### src/selftest_consts.svh
// register offsets, field positions, reset values and timing counts of the self-test supervisor
`ifndef SELFTEST_CONSTS_SVH
`define SELFTEST_CONSTS_SVH

`define ST_OFF_CTRL 12'h000
`define ST_OFF_STATUS 12'h004
`define ST_OFF_ALARM 12'h008
`define ST_OFF_PEND 12'h00c

`define ST_CTRL_RESTORE 0
`define ST_CTRL_IRIG 1
`define ST_CTRL_NET 2
`define ST_CTRL_CONT 3
`define ST_CTRL_CONT_RST 1'b1

`define ST_ALM_NET 0
`define ST_ALM_BATT 1
`define ST_ALM_IRIG 2
`define ST_ALM_LOST 3

`define ST_BOOT_LAST 5'h10
`define ST_NUM_CONT 7

`define ST_CLK_HZ 125000000
`define ST_RESTART_LIMIT_S 12
`define ST_NET_TIMEOUT_MS 10
`define ST_CHECK_PERIOD_US 1000
`define ST_REBOOT_HOLD_NS 1000
`define ST_RESTART_LIMIT_CYC (`ST_RESTART_LIMIT_S * `ST_CLK_HZ)
`define ST_NET_TIMEOUT_CYC (`ST_NET_TIMEOUT_MS * (`ST_CLK_HZ / 1000))
`define ST_CHECK_PERIOD_CYC (`ST_CHECK_PERIOD_US * (`ST_CLK_HZ / 1000000))
`define ST_REBOOT_HOLD_CYC ((`ST_REBOOT_HOLD_NS * (`ST_CLK_HZ / 1000000)) / 1000)

`endif

### src/selftest_pkg.sv
// types shared by the self-test supervisor modules
package selftest_pkg;

  typedef enum logic [4:0] {
    T_NONE, T_FLASH_SUM, T_COPY, T_SRAM_CMP, T_CPU_INIT, T_WDOG_START, T_OS_START,
    T_SUP_TASK, T_BATT, T_RECMEM, T_FIELD, T_LCD, T_WDOG, T_NVM, T_RTC, T_IRIG,
    T_INBOARD, T_REFV, T_SRAM_SUM, T_NET
  } step_t;

  typedef enum logic [2:0] {S_BOOT, S_SERVICE, S_REBOOT, S_HOLD, S_OUT} mode_t;

  typedef struct packed {
    logic [31:0] cnt;
    logic expired;
  } timer_st_t;

  typedef struct packed {
    mode_t mode;
    logic [4:0] idx;
    logic busy;
    step_t code;
    logic restarted;
    logic [7:0] hold;
    logic init;
    logic ref_valid;
    step_t ref_code;
    step_t last_fault;
    logic irig_fit;
    logic net_fit;
    logic cont_en;
    logic [3:0] alarm;
    logic rec_valid;
    step_t rec_code;
    logic keep_we;
    logic keep_valid;
    step_t keep_code;
    logic net_reset;
    logic batt_prev;
    logic [31:0] prdata;
  } sup_st_t;

endpackage

### src/check_arbiter.sv
// pending flags for continuous checks with a lowest-index-first grant
`timescale 1ns/10ps
`default_nettype none
module check_arbiter #(
  parameter int N = 7
) (
  input wire logic pclk,
  input wire logic presetn,
  input wire logic ce,
  input wire logic [N-1:0] set_vec,
  input wire logic take,
  output logic [N-1:0] pend,
  output logic [N-1:0] grant,
  output logic any
);
  typedef struct packed {
    logic [N-1:0] pend;
  } arb_st_t;
  arb_st_t q, d;
  logic [N:0] above;

  assign above[0] = 1'b0;
  for (genvar i = 0; i < N; i++) begin : g_bit
    assign above[i+1] = above[i] | q.pend[i];
    assign grant[i] = q.pend[i] & ~above[i];
  end

  // a request arriving while its flag is taken stays pending
  always_comb begin
    d = q;
    d.pend = set_vec | (q.pend & ~(take ? grant : {N{1'b0}}));
  end

  always_ff @(posedge pclk or negedge presetn) begin
    if (!presetn) begin
      q <= '0;
    end else if (ce) begin
      q <= d;
    end
  end

  assign pend = q.pend;
  assign any = above[N];
endmodule
`default_nettype wire

### src/cycle_timer.sv
// free-running period timer that pulses once per COUNT cycles while run is high
`timescale 1ns/10ps
`default_nettype none
module cycle_timer #(
  parameter int unsigned COUNT = 16
) (
  input wire logic pclk,
  input wire logic presetn,
  input wire logic ce,
  input wire logic run,
  input wire logic restart,
  output logic expired
);
  selftest_pkg::timer_st_t q, d;

  always_comb begin
    d = q;
    d.expired = 1'b0;
    if (!run || restart) begin
      d.cnt = 32'h0;
    end else if (q.cnt >= COUNT - 1) begin
      d.cnt = 32'h0;
      d.expired = 1'b1;
    end else begin
      d.cnt = q.cnt + 32'h1;
    end
  end

  always_ff @(posedge pclk or negedge presetn) begin
    if (!presetn) begin
      q <= '0;
    end else if (ce) begin
      q <= d;
    end
  end

  assign expired = q.expired;
endmodule
`default_nettype wire

### src/selftest_supervisor.sv
// relay self-test supervisor: start-up sequencer, continuous checker and fault policy
// Behaviour
// - reboot: indicator off, watchdog contact active
// - unresolved fault: permanent out of service
// - every detected problem writes maintenance record; a full slot only sets the loss alarm, restart time-out writes none
// - checksum flash before copy and start
// - compare sram with flash before entry
// - init: cpu, watchdogs, os, supervisor task
// - check battery, record memory, field, display, watchdog
// - checksum nvm, test clock, irig if fitted
// - last: input board and reference voltage
// - service and protection only after all pass
// - start-up failure holds until manual restore
// - in service: flash checksum, sram code compare
// - in service: sram data sum, battery, field
// - nvm settings checksum on every access
// - each acquisition run: digital io, reference
// - irig checked on each time read
// - network silent: alarm and reset board
// - battery or irig fault: log, keep running
// - other faults restart, at most 12 s
// - same fault after restart: permanent out
`timescale 1ns/10ps
`default_nettype none
`include "selftest_consts.svh"
module selftest_supervisor #(
  parameter int unsigned RESTART_LIMIT_CYC = `ST_RESTART_LIMIT_CYC,
  parameter int unsigned NET_TIMEOUT_CYC = `ST_NET_TIMEOUT_CYC,
  parameter int unsigned CHECK_PERIOD_CYC = `ST_CHECK_PERIOD_CYC
) (
  input wire logic pclk,
  input wire logic presetn,
  input wire logic ce,
  input wire logic psel,
  input wire logic penable,
  input wire logic pwrite,
  input wire logic [11:0] paddr,
  input wire logic [31:0] pwdata,
  input wire logic [3:0] pstrb,
  output logic [31:0] prdata,
  output logic pready,
  output logic pslverr,
  output logic step_req,
  output logic [4:0] step_code,
  input wire logic step_done,
  input wire logic step_ok,
  output logic rec_valid,
  output logic [4:0] rec_code,
  input wire logic rec_ready,
  output logic keep_we,
  output logic keep_valid,
  output logic [4:0] keep_code,
  input wire logic kept_valid,
  input wire logic [4:0] kept_code,
  input wire logic batt_ok,
  input wire logic field_ok,
  input wire logic nvm_access,
  input wire logic acq_run,
  input wire logic irig_read,
  input wire logic net_alive,
  output logic healthy_led,
  output logic wdog_contact,
  output logic prot_en,
  output logic net_reset
);
  import selftest_pkg::*;

  sup_st_t q, d;
  logic chk_tick, net_exp, lim_exp, take, arb_any;
  logic [`ST_NUM_CONT-1:0] set_vec, pend, grant;
  logic in_service, wr, rd_setup, mapped;

  // fixed start-up order; the irig entry is skipped when no board is fitted
  function automatic step_t boot_step(input logic [4:0] i);
    case (i)
      5'h00: boot_step = T_FLASH_SUM;
      5'h01: boot_step = T_COPY;
      5'h02: boot_step = T_SRAM_CMP;
      5'h03: boot_step = T_CPU_INIT;
      5'h04: boot_step = T_WDOG_START;
      5'h05: boot_step = T_OS_START;
      5'h06: boot_step = T_SUP_TASK;
      5'h07: boot_step = T_BATT;
      5'h08: boot_step = T_RECMEM;
      5'h09: boot_step = T_FIELD;
      5'h0a: boot_step = T_LCD;
      5'h0b: boot_step = T_WDOG;
      5'h0c: boot_step = T_NVM;
      5'h0d: boot_step = T_RTC;
      5'h0e: boot_step = T_IRIG;
      5'h0f: boot_step = T_INBOARD;
      default: boot_step = T_REFV;
    endcase
  endfunction

  function automatic step_t cont_step(input logic [`ST_NUM_CONT-1:0] g);
    cont_step = T_NONE;
    if (g[0]) cont_step = T_FLASH_SUM;
    if (g[1]) cont_step = T_SRAM_CMP;
    if (g[2]) cont_step = T_SRAM_SUM;
    if (g[3]) cont_step = T_NVM;
    if (g[4]) cont_step = T_INBOARD;
    if (g[5]) cont_step = T_REFV;
    if (g[6]) cont_step = T_IRIG;
  endfunction

  assign in_service = (q.mode == S_SERVICE);
  assign wr = psel && penable && pwrite && pstrb[0];
  assign rd_setup = psel && !penable;
  assign mapped = (paddr == `ST_OFF_CTRL) || (paddr == `ST_OFF_STATUS) ||
                  (paddr == `ST_OFF_ALARM) || (paddr == `ST_OFF_PEND);

  // periodic checks only run while in service with checking enabled
  assign set_vec[0] = chk_tick && q.cont_en;
  assign set_vec[1] = chk_tick && q.cont_en;
  assign set_vec[2] = chk_tick && q.cont_en;
  assign set_vec[3] = nvm_access && in_service;
  assign set_vec[4] = acq_run && in_service;
  assign set_vec[5] = acq_run && in_service;
  assign set_vec[6] = irig_read && in_service && q.irig_fit;

  cycle_timer #(.COUNT(CHECK_PERIOD_CYC)) u_chk_tmr (
    .pclk(pclk),
    .presetn(presetn),
    .ce(ce),
    .run(in_service),
    .restart(1'b0),
    .expired(chk_tick)
  );

  // any heartbeat from the network board restarts its silence timer
  cycle_timer #(.COUNT(NET_TIMEOUT_CYC)) u_net_tmr (
    .pclk(pclk),
    .presetn(presetn),
    .ce(ce),
    .run(in_service && q.net_fit),
    .restart(net_alive),
    .expired(net_exp)
  );

  // bounds the protection gap of a fault restart
  cycle_timer #(.COUNT(RESTART_LIMIT_CYC)) u_lim_tmr (
    .pclk(pclk),
    .presetn(presetn),
    .ce(ce),
    .run(q.restarted && (q.mode == S_BOOT || q.mode == S_REBOOT)),
    .restart(1'b0),
    .expired(lim_exp)
  );

  check_arbiter #(.N(`ST_NUM_CONT)) u_arb (
    .pclk(pclk),
    .presetn(presetn),
    .ce(ce),
    .set_vec(set_vec),
    .take(take),
    .pend(pend),
    .grant(grant),
    .any(arb_any)
  );

  always_comb begin
    logic log_f, log_b, log_n, fault, restore;
    logic [1:0] nlog;
    step_t lc, fcode;
    d = q;
    log_f = 1'b0;
    log_b = 1'b0;
    log_n = 1'b0;
    fault = 1'b0;
    restore = 1'b0;
    nlog = 2'h0;
    lc = q.code;
    fcode = q.code;
    take = 1'b0;
    d.keep_we = 1'b0;
    d.net_reset = 1'b0;
    d.batt_prev = batt_ok;
    if (q.rec_valid && rec_ready) begin
      d.rec_valid = 1'b0;
    end
    // register writes; alarm clears come first so a same-cycle event wins
    if (wr && paddr == `ST_OFF_CTRL) begin
      restore = pwdata[`ST_CTRL_RESTORE];
      d.irig_fit = pwdata[`ST_CTRL_IRIG];
      d.net_fit = pwdata[`ST_CTRL_NET];
      d.cont_en = pwdata[`ST_CTRL_CONT];
    end
    if (wr && paddr == `ST_OFF_ALARM) begin
      d.alarm = q.alarm & ~pwdata[3:0];
    end
    // restart cause is picked up once, after release from power-on reset
    if (q.init) begin
      d.init = 1'b0;
      d.ref_valid = kept_valid;
      d.ref_code = step_t'(kept_code);
    end
    case (q.mode)
      S_BOOT: begin
        if (q.init) begin
          d.idx = 5'h00;
        end else if (!q.busy) begin
          if (boot_step(q.idx) == T_IRIG && !q.irig_fit) begin
            d.idx = q.idx + 5'h01;
          end else begin
            d.busy = 1'b1;
            d.code = boot_step(q.idx);
          end
        end else if (step_done) begin
          d.busy = 1'b0;
          if (step_ok) begin
            if (q.idx == `ST_BOOT_LAST) begin
              d.mode = S_SERVICE;
              d.restarted = 1'b0;
              d.ref_valid = 1'b0;
              d.keep_we = 1'b1;
              d.keep_valid = 1'b0;
            end else begin
              d.idx = q.idx + 5'h01;
            end
          end else begin
            log_f = 1'b1;
            d.last_fault = q.code;
            if (q.ref_valid && q.code == q.ref_code) begin
              d.mode = S_OUT;
            end else begin
              d.mode = S_HOLD;
            end
          end
        end
        if (lim_exp) begin
          d.mode = S_OUT;
          d.busy = 1'b0;
        end
      end
      S_SERVICE: begin
        if (!q.busy && q.cont_en && arb_any) begin
          take = 1'b1;
          d.busy = 1'b1;
          d.code = cont_step(grant);
        end else if (q.busy && step_done) begin
          d.busy = 1'b0;
          if (!step_ok) begin
            if (q.code == T_IRIG) begin
              log_f = 1'b1;
              d.alarm[`ST_ALM_IRIG] = 1'b1;
            end else begin
              fault = 1'b1;
            end
          end
        end
        if (!field_ok && !fault) begin
          fault = 1'b1;
          fcode = T_FIELD;
        end
        if (q.batt_prev && !batt_ok) begin
          log_b = 1'b1;
          d.alarm[`ST_ALM_BATT] = 1'b1;
        end
        if (net_exp) begin
          log_n = 1'b1;
          d.alarm[`ST_ALM_NET] = 1'b1;
          d.net_reset = 1'b1;
        end
        if (fault) begin
          log_f = 1'b1;
          lc = fcode;
          d.last_fault = fcode;
          d.keep_we = 1'b1;
          d.keep_valid = 1'b1;
          d.keep_code = fcode;
          d.ref_valid = 1'b1;
          d.ref_code = fcode;
          d.restarted = 1'b1;
          d.mode = S_REBOOT;
          d.hold = 8'h00;
          d.busy = 1'b0;
        end
      end
      S_REBOOT: begin
        if (lim_exp) begin
          d.mode = S_OUT;
        end else if (q.hold >= 8'(`ST_REBOOT_HOLD_CYC - 1)) begin
          d.mode = S_BOOT;
          d.idx = 5'h00;
        end else begin
          d.hold = q.hold + 8'h01;
        end
      end
      S_HOLD: begin
        if (restore) begin
          d.mode = S_BOOT;
          d.idx = 5'h00;
          d.busy = 1'b0;
        end
      end
      S_OUT: begin
        d.busy = 1'b0;
      end
      default: begin
        d.mode = S_OUT;
      end
    endcase
    // one record slot; extra records in a cycle or while full mark a loss
    nlog = {1'b0, log_f} + {1'b0, log_b} + {1'b0, log_n};
    if (nlog != 2'h0) begin
      if (d.rec_valid || nlog > 2'h1) begin
        d.alarm[`ST_ALM_LOST] = 1'b1;
      end
      if (!d.rec_valid) begin
        d.rec_valid = 1'b1;
        d.rec_code = log_f ? lc : (log_b ? T_BATT : T_NET);
      end
    end
    // read data is captured in the setup phase so the access phase needs no wait
    if (rd_setup) begin
      case (paddr)
        `ST_OFF_CTRL: d.prdata = {28'h0, q.cont_en, q.net_fit, q.irig_fit, 1'b0};
        `ST_OFF_STATUS: d.prdata = {10'h0, q.ref_valid, q.ref_code, 3'h0, q.last_fault,
                                    3'h0, q.busy, in_service, q.mode};
        `ST_OFF_ALARM: d.prdata = {28'h0, q.alarm};
        `ST_OFF_PEND: d.prdata = {25'h0, pend};
        default: d.prdata = 32'h0;
      endcase
    end
  end

  always_ff @(posedge pclk or negedge presetn) begin
    if (!presetn) begin
      q <= '0;
      q.init <= 1'b1;
      q.cont_en <= `ST_CTRL_CONT_RST;
      q.batt_prev <= 1'b1;
    end else if (ce) begin
      q <= d;
    end
  end

  assign prdata = q.prdata;
  assign pready = 1'b1;
  assign pslverr = psel && penable && !mapped;
  assign step_req = q.busy;
  assign step_code = q.code;
  assign rec_valid = q.rec_valid;
  assign rec_code = q.rec_code;
  assign keep_we = q.keep_we;
  assign keep_valid = q.keep_valid;
  assign keep_code = q.keep_code;
  assign healthy_led = in_service;
  assign prot_en = in_service;
  assign wdog_contact = !in_service;
  assign net_reset = q.net_reset;
endmodule
`default_nettype wire
### config.mk
export PLATFORM = sky130hd
export DESIGN_NAME = selftest_supervisor
export DESIGN_NICKNAME = d
export VERILOG_FILES = /design/src/selftest_pkg.sv /design/src/check_arbiter.sv /design/src/cycle_timer.sv /design/src/selftest_supervisor.sv
export VERILOG_INCLUDE_DIRS = /design/src /design/src/src
export SDC_FILE = /design/constraint.sdc
export NUM_CORES = 1
export LEC_CHECK = 0
export ABC_AREA = 1
export ABC_CLOCK_PERIOD_IN_PS = 4000
export BUFFER_PORTS_ARGS = -buffer_cell sky130_fd_sc_hd__buf_2
export CAP_MARGIN = 40
export CELL_PAD_IN_SITES_DETAIL_PLACEMENT = 0
export CELL_PAD_IN_SITES_GLOBAL_PLACEMENT = 2
export CORE_UTILIZATION = 38
export CTS_BUF_LIST = sky130_fd_sc_hd__clkbuf_4 sky130_fd_sc_hd__clkbuf_8
export DETAILED_ROUTE_END_ITERATION = 16
export PLACE_DENSITY_LB_ADDON = 0.1
export SYNTH_ARGS = -nofsm -noshare
export SYNTH_HDL_FRONTEND = slang
export SYNTH_SLANG_ARGS = --single-unit
### constraint.sdc
create_clock -name pclk -period 4 [get_ports pclk]
set_input_delay 0 -clock pclk [delete_from_list [all_inputs] [get_ports pclk]]
set_output_delay 0 -clock pclk [all_outputs]
set_load 0.005 [all_outputs]
==> summary.md, run 1 <==
| Metric | Value |
|---|---|
| Area leader, netlist | dfrtp_1 |
| Drt via density | approximately 4.8 |
| Worst Setup End Kind | register |
| CTS tree | built |
| Max-Cap Viols | 0 |
| Crit-path cells | inv_4, nor2_8, inv_2, nor2_1, fa_1, o21ai_0, nor2_1, o21ai_0, inv_1, nand2_1, nand2_1 |
| Via count | 8885 |
| Port Buffers | 79 |
| CTS-repair resized insts | 0 |
| First-pass iteration count of the detailed router | 5 |
| Internal reg-to-reg setup slack | about 1.1 ns |
| Vias in the first global route | 8797 |
| Most common cell after layout, fill and taps aside | nand2_1 |
| Latest clock arrival within the worst-skew pair | around 0.47 ns |
| Clock H-tree levels | 4 |
| Ports | 126 |
| Yosys top cell area share | 42.1% |
| Layout cells sized above 1 | 12.6% |
| Starting DRT DRC Count | 534 |
| Met3 wire length | 1.23 mm |
| Post-Synthesis Cells | around 1400 |
| P_leak | 5.32 nW |
| Final GP Congestion | 0.865 |
| Final WL | roughly 29 mm |
| Slowest CP cell | dfrtp_1 |
| DIE AREA | 28500 sq um |
| CP peak stage delay | 0.68 ns |
| RSZ-0062 raised after global routing | false |
| Cts bufs inserted | 17 |
| Chip height | 169 um |
| Layout area overhead | 10.1% |
| Setup CP Type | reg2reg |
| Initial antenna violation count | 0 |
| CORE AREA | 27100 sq um |
| Antenna Violating Nets Remaining | 0 |
| Fillers | between 2000 and 3000 |
| Largest family of logic cells by synthesized area | simple AND/OR/NAND/NOR gates |
| Fin nets | 1548 |
| Rows | 60 |
| Total track usage | 21.2% |
| Worst path required time | 4.35 ns |
| Post-Syn Area | around 11000 sq um |
| Fin crit period | 2.87 ns |
| Mux share of post-synthesis cell area | 0.189% |
| Clk sinks | 181 |
| WL met2 | 13.1 mm |
| Power density cells | 282 nW/um^2 |
| CTS max path bufs | 2 |
| Clk slew on worst S/H paths | roughly 0.090 ns |
| Highest Signal Layer | met4 |
| Period utilization | 71.7% |
| Most frequent cells in the layout | nand2_1 (416), dfrtp_1 (178), nor2_1 (169) |
| Largest net degree at the start of global routing | 96 |
| Post-DR wirelength/cell | 15.5 um |
| Final hold vios | 0 |
| Synth area leaders | dfrtp_1 (42%), nand2_1 (15%), nor2_1 (6.0%) |
| Layout Utilization | 42.9% |
| Final setup viols | 0 |
| DRT met1 WL | 13.9 mm |
| Synth Area in Compound Gates | around a tenth |
| Pins Over Slew Limit | 0 |
| Sequential share of the synthesized area | 42.9% |
| Max frequency | 0.349 GHz |
| First-pass GRT wire length | roughly 47 mm |
| Status | complete, no violations |
| Worst setup SP type | register |
| Initial core utilization | about two fifths |
| Hold_ws | 0.0411 ns |
| CTS root buf | clkbuf_8 |
| Slew margin rel. | 44.5% |
| Clock Skews | 0.0217 ns |
| HPWL Detailed | 21.2 mm |
| #FFs+latches synth | 181 |
| Worst Tran Pin Value | 0.833 ns |
| Ys Warns | 0 |
| Remaining Overflow, GRT | 0 |
| DRC violation count after routing | 0 |
| HP Class | in2reg |
| Post-Synth Simple-Gate Area | 30.9% |
| Final TNS setup | 0 ns |
| Netlist cell types | 51 |
| Ant. Diodes | 0 |
| Die width | 169 um |
| Xor/xnor share of the synthesized area | 4.39% |
| CP Max Fanout | 20 |
| Worst path arrival time | 3.22 ns |
| Syn avg cell area | 7.52 sq um |
| Synth Area in Adders | ~1.3% |
| VDD IR max | 0.000148 V |
## state kept, by name, summed over array words and instances, names as in the netlist, 7 cells and up
name,flops
u_arb.pend,7
u_lim_tmr.q,32
q,37
u_chk_tmr.q,32
u_net_tmr.q,32
prdata,18
## cell type report
class / count / area, sq um / area share, %
Multi-Input combinational cell: 1017 / 5020 / 43.2
Sequential cell: 181 / 4530 / 38.9
Timing Repair Buffer: 110 / 699 / 6.01
Inverter: 142 / 536 / 4.60
Tap cell: 372 / 465 / 4.00
Clock buffer: 20 / 263 / 2.26
Clock inverter: 12 / 119 / 1.02
## power breakdown
group | leakage (nW) | total [W] | internal, W | switching (W)
Combinational | 2.66 | 0.000181 | 0.0000568 | 0.000125
Sequential | 2.46 | 0.00185 | 0.00184 | 0.0000101
Clock | 0.193 | 0.00125 | 0.000535 | 0.000718
## through the flow
step | area [sq um] | cells | setup slack [ns] | total power [W]
3_3_place_gp | 11000 | 1797 | 1.19 | 0.00205
5_1_grt | 11600 | 1854 | 0.895 | 0.00344
2_1_floorplan | 10600 | 1419 | 1.80 | 0.00197
4_1_cts | 11600 | 1854 | 1.15 | 0.00335
3_5_place_dp | 11000 | 1797 | 1.17 | 0.00205
6_report | 11600 | 1854 | 1.13 | 0.00329
## cells by family (layout without fill, tap and decap cells)
group / after synthesis / after routing
xor gates and xnor gates: 53 / 53
DFF: 181 / 181
adders and majority gates: 10 / 10
other: 2 / 15
muxes: 2 / 2
buffers and inverters: 221 / 284
and+or+nand+nor: 760 / 760
AOI/OAI and AO/OA: 177 / 177
## per-layer routing
metal  vias up  GRT usage, %
met2       149          34.7
li1       4573             -
met5         -             0
met3        31          4.26
met4         0          5.93
met1      4132          28.5
## synthesized netlist by cell type (all sizes together)
library cell,instances
nand2,426
nor2,182
dfrtp,178
inv,141
o21ai,118
nand3,87
buf,63
xor2,38
nand4,28
nor3,24
clkbuf,16
xnor2,15
a21oi,14
o211ai,13
o31ai,10
ha,9
nand3b,7
o22ai,7
a31oi,6
a2bb2oi,3
dfstp,3
o21bai,3
and2,2
and3,2
conb,2
mux2i,2
nor4,2
a21boi,1
a21o,1
clkinv,1
fa,1
o21a,1
## timing repair
| action | in CTS | in global routing |
|---|---|---|
| buffers inserted | 0 | 0 |
| hold buffers | 25 | 0 |
| endpoints found under the hold margin | 120 | 0 |
## worst max-delay path: cells and delay by family (launching register included)
family,cells,cell delay [ns]
AND/OR/NAND/NOR,5,0.83
flip-flops,1,0.68
adder cells (fa/ha/maj),1,0.43
buffers and inverters,3,0.42
AO/OA/AOI/OAI,2,0.38
## final timing paths
path | from | to | cells after the start
worst max-delay path | q[86] | rec_code[3] | 11
worst max register to register | q[86] | rec_code[3] | 11
max in group asynchronous | presetn | q[65] | 3
worst min register to register | q[73] | q[73] | 2
worst min-delay path | step_ok | q[49] | 4
min in group asynchronous | presetn | u_chk_tmr.q[4] | 2
No activity file was read; power rests on OpenSTA's default activity.
==> inputs of run 2 (changes only) <==
--- a/config.mk
+++ b/config.mk
@@ -7,12 +7,12 @@
 export NUM_CORES = 1
 export LEC_CHECK = 0
 export ABC_AREA = 1
-export ABC_CLOCK_PERIOD_IN_PS = 4000
+export ABC_CLOCK_PERIOD_IN_PS = 3000
 export BUFFER_PORTS_ARGS = -buffer_cell sky130_fd_sc_hd__buf_2
 export CAP_MARGIN = 40
 export CELL_PAD_IN_SITES_DETAIL_PLACEMENT = 0
 export CELL_PAD_IN_SITES_GLOBAL_PLACEMENT = 2
-export CORE_UTILIZATION = 38
+export CORE_UTILIZATION = 35
 export CTS_BUF_LIST = sky130_fd_sc_hd__clkbuf_4 sky130_fd_sc_hd__clkbuf_8
 export DETAILED_ROUTE_END_ITERATION = 16
 export PLACE_DENSITY_LB_ADDON = 0.1
==> constraint.sdc (replaced) <==
create_clock -name pclk -period 3 [get_ports pclk]
set_input_delay 0 -clock pclk [delete_from_list [all_inputs] [get_ports pclk]]
set_output_delay 0 -clock pclk [all_outputs]
set_load 0.005 [all_outputs]
==> run 2 against run 1 <==
Compared with the run above: clock-buffer cell count shrank 3; hold slack lost 0.012 ns; combinational power grew 43%; flip-flop and latch count is the same; critical endpoint is now q[61]; first-iteration DRC count grew 13%; clock power grew 35%; final area grew 1.4%; highest routed layer unchanged.
==> summary.md, run 2 (synthesis gave the netlist of run 1 again) <==
| Metric | Value |
|---|---|
| Initial core utilization | 35.7% (was 39.0%) |
| Setup CP Type | reg2reg (unchanged) |
| Slew margin rel. | 61.2% (was 44.5%) |
| Latest clock arrival within the worst-skew pair | 0.49 ns (was 0.47 ns) |
| Worst setup SP type | register (unchanged) |
| HP Class | in2reg (unchanged) |
| Final TNS setup | 0 ns (unchanged) |
| Vias in the first global route | 8854 (was 8797) |
| Fin nets | 1561 (was 1548) |
| Pins Over Slew Limit | 0 (unchanged) |
| Reg with most FFs | q (unchanged) |
| Final GP Congestion | 0.850 (was 0.865) |
| Layout cells sized above 1 | 13.2% (was 12.6%) |
| CP bufs+invs | 2 (was 3) |
| Dpl cells | 1825 (was 1797) |
| Port Buffers | 79 (unchanged) |
| Clk slew on worst S/H paths | 0.12 ns (was 0.09 ns) |
| GR peak layer | met2 (unchanged) |
| Max FFs per register | 37 (unchanged) |
| Layout area overhead | 11.6% (was 10.1%) |
| VDD IR max | 0.000210 V (was 0.000148 V) |
| CP peak stage delay | 0.58 ns (was 0.68 ns) |
| CP Max Fanout | 7 (was 20) |
| Max frequency | 0.353 GHz (was 0.349 GHz) |
| Final WL | 29.8 mm (was 28.8 mm) |
| Drt via density | 4.80 (was 4.79) |
| Starting DRT DRC Count | 606 (was 534) |
| Post-Layout Cell Count | 1886 (was 1854) |
| Worst path required time | 3.38 ns (was 4.35 ns) |
| Clk sinks | 181 (unchanged) |
| Antenna Violating Nets Remaining | 0 (unchanged) |
| Via count | 9059 (was 8885) |
| Fin crit period | 2.83 ns (was 2.87 ns) |
| Met3 usage | 2.77% (was 4.26%) |
| Hold_ws | 0.0294 ns (was 0.0411 ns) |
| DRC violation count after routing | 0 (unchanged) |
| Largest net degree at the start of global routing | 73 (was 96) |
| Layout Utilization | 39.8% (was 42.9%) |
| Most common cell after layout, fill and taps aside | nand2_1 (unchanged) |
| Chip height | 176 um (was 169 um) |
| P_leak | 5.41 nW (was 5.32 nW) |
| DIE AREA | 30900 sq um (was 28500 sq um) |
| Post-DR wirelength/cell | 15.8 um (was 15.5 um) |
| GRT met1 Usage | 28.0% (was 28.5%) |
| Internal reg-to-reg setup slack | 0.17 ns (was 1.13 ns) |
| Most frequent cells in the layout | nand2_1 (416), dfrtp_1 (177), nor2_1 (169) (was nand2_1 (416), dfrtp_1 (178), nor2_1 (169)) |
| Fillers | 3199 (was 2826) |
| CORE AREA | 29600 sq um (was 27100 sq um) |
| CTS max path bufs | 2 (unchanged) |
| Total track usage | 20.2% (was 21.2%) |
| Placed Area | 11100 sq um (was 11000 sq um) |
| Power density cells | 374 nW/um^2 (was 282 nW/um^2) |
| Cts bufs inserted | 17 (unchanged) |
| Slowest CP cell | dlygate4sd3_1 (was dfrtp_1) |
| CTS tree | built (unchanged) |
| Clock H-tree levels | 4 (unchanged) |
| Crit-path cells | nand3_2, o21ai_4, nand2_1, nand2_1, nand3_1, nand3_1, dlygate4sd3_1, o21ai_0, dlygate4sd3_1 (was inv_4, nor2_8, inv_2, nor2_1, fa_1, o21ai_0, nor2_1, o21ai_0, inv_1, nand2_1, nand2_1) |
| Max-Cap Viols | 0 (unchanged) |
| RSZ-0062 raised after global routing | false (unchanged) |
| First-pass iteration count of the detailed router | 5 (unchanged) |
| Worst Tran Pin Value | 0.581 ns (was 0.833 ns) |
| Final instance area | 11800 sq um (was 11600 sq um) |
| CTS root buf | clkbuf_8 (unchanged) |
| Initial antenna violation count | 0 (unchanged) |
| Die width | 176 um (was 169 um) |
| Met2 usage | 33.0% (was 34.7%) |
| First-pass GRT wire length | 48.7 mm (was 47.2 mm) |
| HPWL Detailed | 22.2 mm (was 21.2 mm) |
| Remaining Overflow, GRT | 0 (unchanged) |
| Clock Skews | 0.0162 ns (was 0.0217 ns) |
| Period utilization | 94.3% (was 71.7%) |
| Final hold vios | 0 (unchanged) |
| Worst Setup End Kind | register (unchanged) |
| Status | complete, no violations (unchanged) |
| CP top delay family | buffers and inverters (was simple AND/OR/NAND/NOR gates) |
| Rows | 63 (was 60) |
| Worst path arrival time | 3.21 ns (was 3.22 ns) |
| Final setup viols | 0 (unchanged) |
| Ports | 126 (unchanged) |
-- run 2: changes by cell type in the layout (fill, tap and decap cells not counted), sizes merged --
| cell | change |
|---|---|
| buf | +11 |
| bufinv | -1 |
| clkbuf | -3 |
| clkinvlp | -1 |
| diode | +1 |
| dlygate4sd3 | +2 |
| inv | +5 |
-- run 2: routing by layer --
metal / share of wire [%] / vias up
met1: 49 / 4273
met5: 0 / -
met4: 1.5 / 0
met2: 46 / 167
li1: - / 4588
met3: 3.1 / 31
-- run 2: cell type report --
| cell class | instances | area [sq um] | area share, % |
|---|---|---|---|
| sequential | 181 | 4530 | 38.4 |
| timing repair buffer | 123 | 827 | 7.01 |
| multi-input combinational | 1017 | 5030 | 42.6 |
| antenna | 1 | 2.50 | 0.0212 |
| tap | 390 | 488 | 4.13 |
| clock buffer | 17 | 234 | 1.98 |
| clock inverter | 15 | 151 | 1.28 |
| inverter | 142 | 536 | 4.54 |
-- run 2: power breakdown --
group / switching [W] / total [W] / internal (W)
clock network: 0.00106 / 0.00169 / 0.000624
logic: 0.000170 / 0.000258 / 0.0000876
registers: 0.0000127 / 0.00247 / 0.00245
total: 0.00125 / 0.00441 / 0.00317
-- run 2: worst reg2reg max path, delay by kind of cell, from the launching register on --
| family | cells | cell delay, ns |
|---|---|---|
| buffers and inverters | 2 | 1.12 |
| AO/OA/AOI/OAI | 2 | 0.34 |
| flip-flops | 1 | 0.55 |
| AND/OR/NAND/NOR | 5 | 0.72 |
-- run 2: path summary, 6_finish.rpt --
| path | start | end | depth (start not counted) |
|---|---|---|---|
| worst max-delay path | step_code[1] | q[61] | 9 |
| worst min register to register | u_net_tmr.q[32] | u_net_tmr.q[32] | 2 |
| worst min-delay path | pwrite | q[51] | 7 |
| max in group asynchronous | presetn | u_lim_tmr.q[17] | 3 |
| worst max register to register | step_code[1] | q[61] | 9 |
| min in group asynchronous | presetn | prdata[16] | 2 |
-- run 2: per-stage QoR --
| stage | worst slack [ns] | power (W) |
|---|---|---|
| floorplan | 0.799 | 0.00262 |
| global placement | 0.447 | 0.00275 |
| detailed placement | 0.454 | 0.00274 |
| CTS | 0.103 | 0.00450 |
| global route | 0.0161 | 0.00462 |
| finish | 0.171 | 0.00441 |
-- run 2: timing repair --
item | in CTS | in global routing
hold endpoints to repair | 177 | 0
resized for setup | 0 | 2
setup endpoints to repair | 0 | 1
hold buffers | 27 | 0
setup buffers | 0 | 1
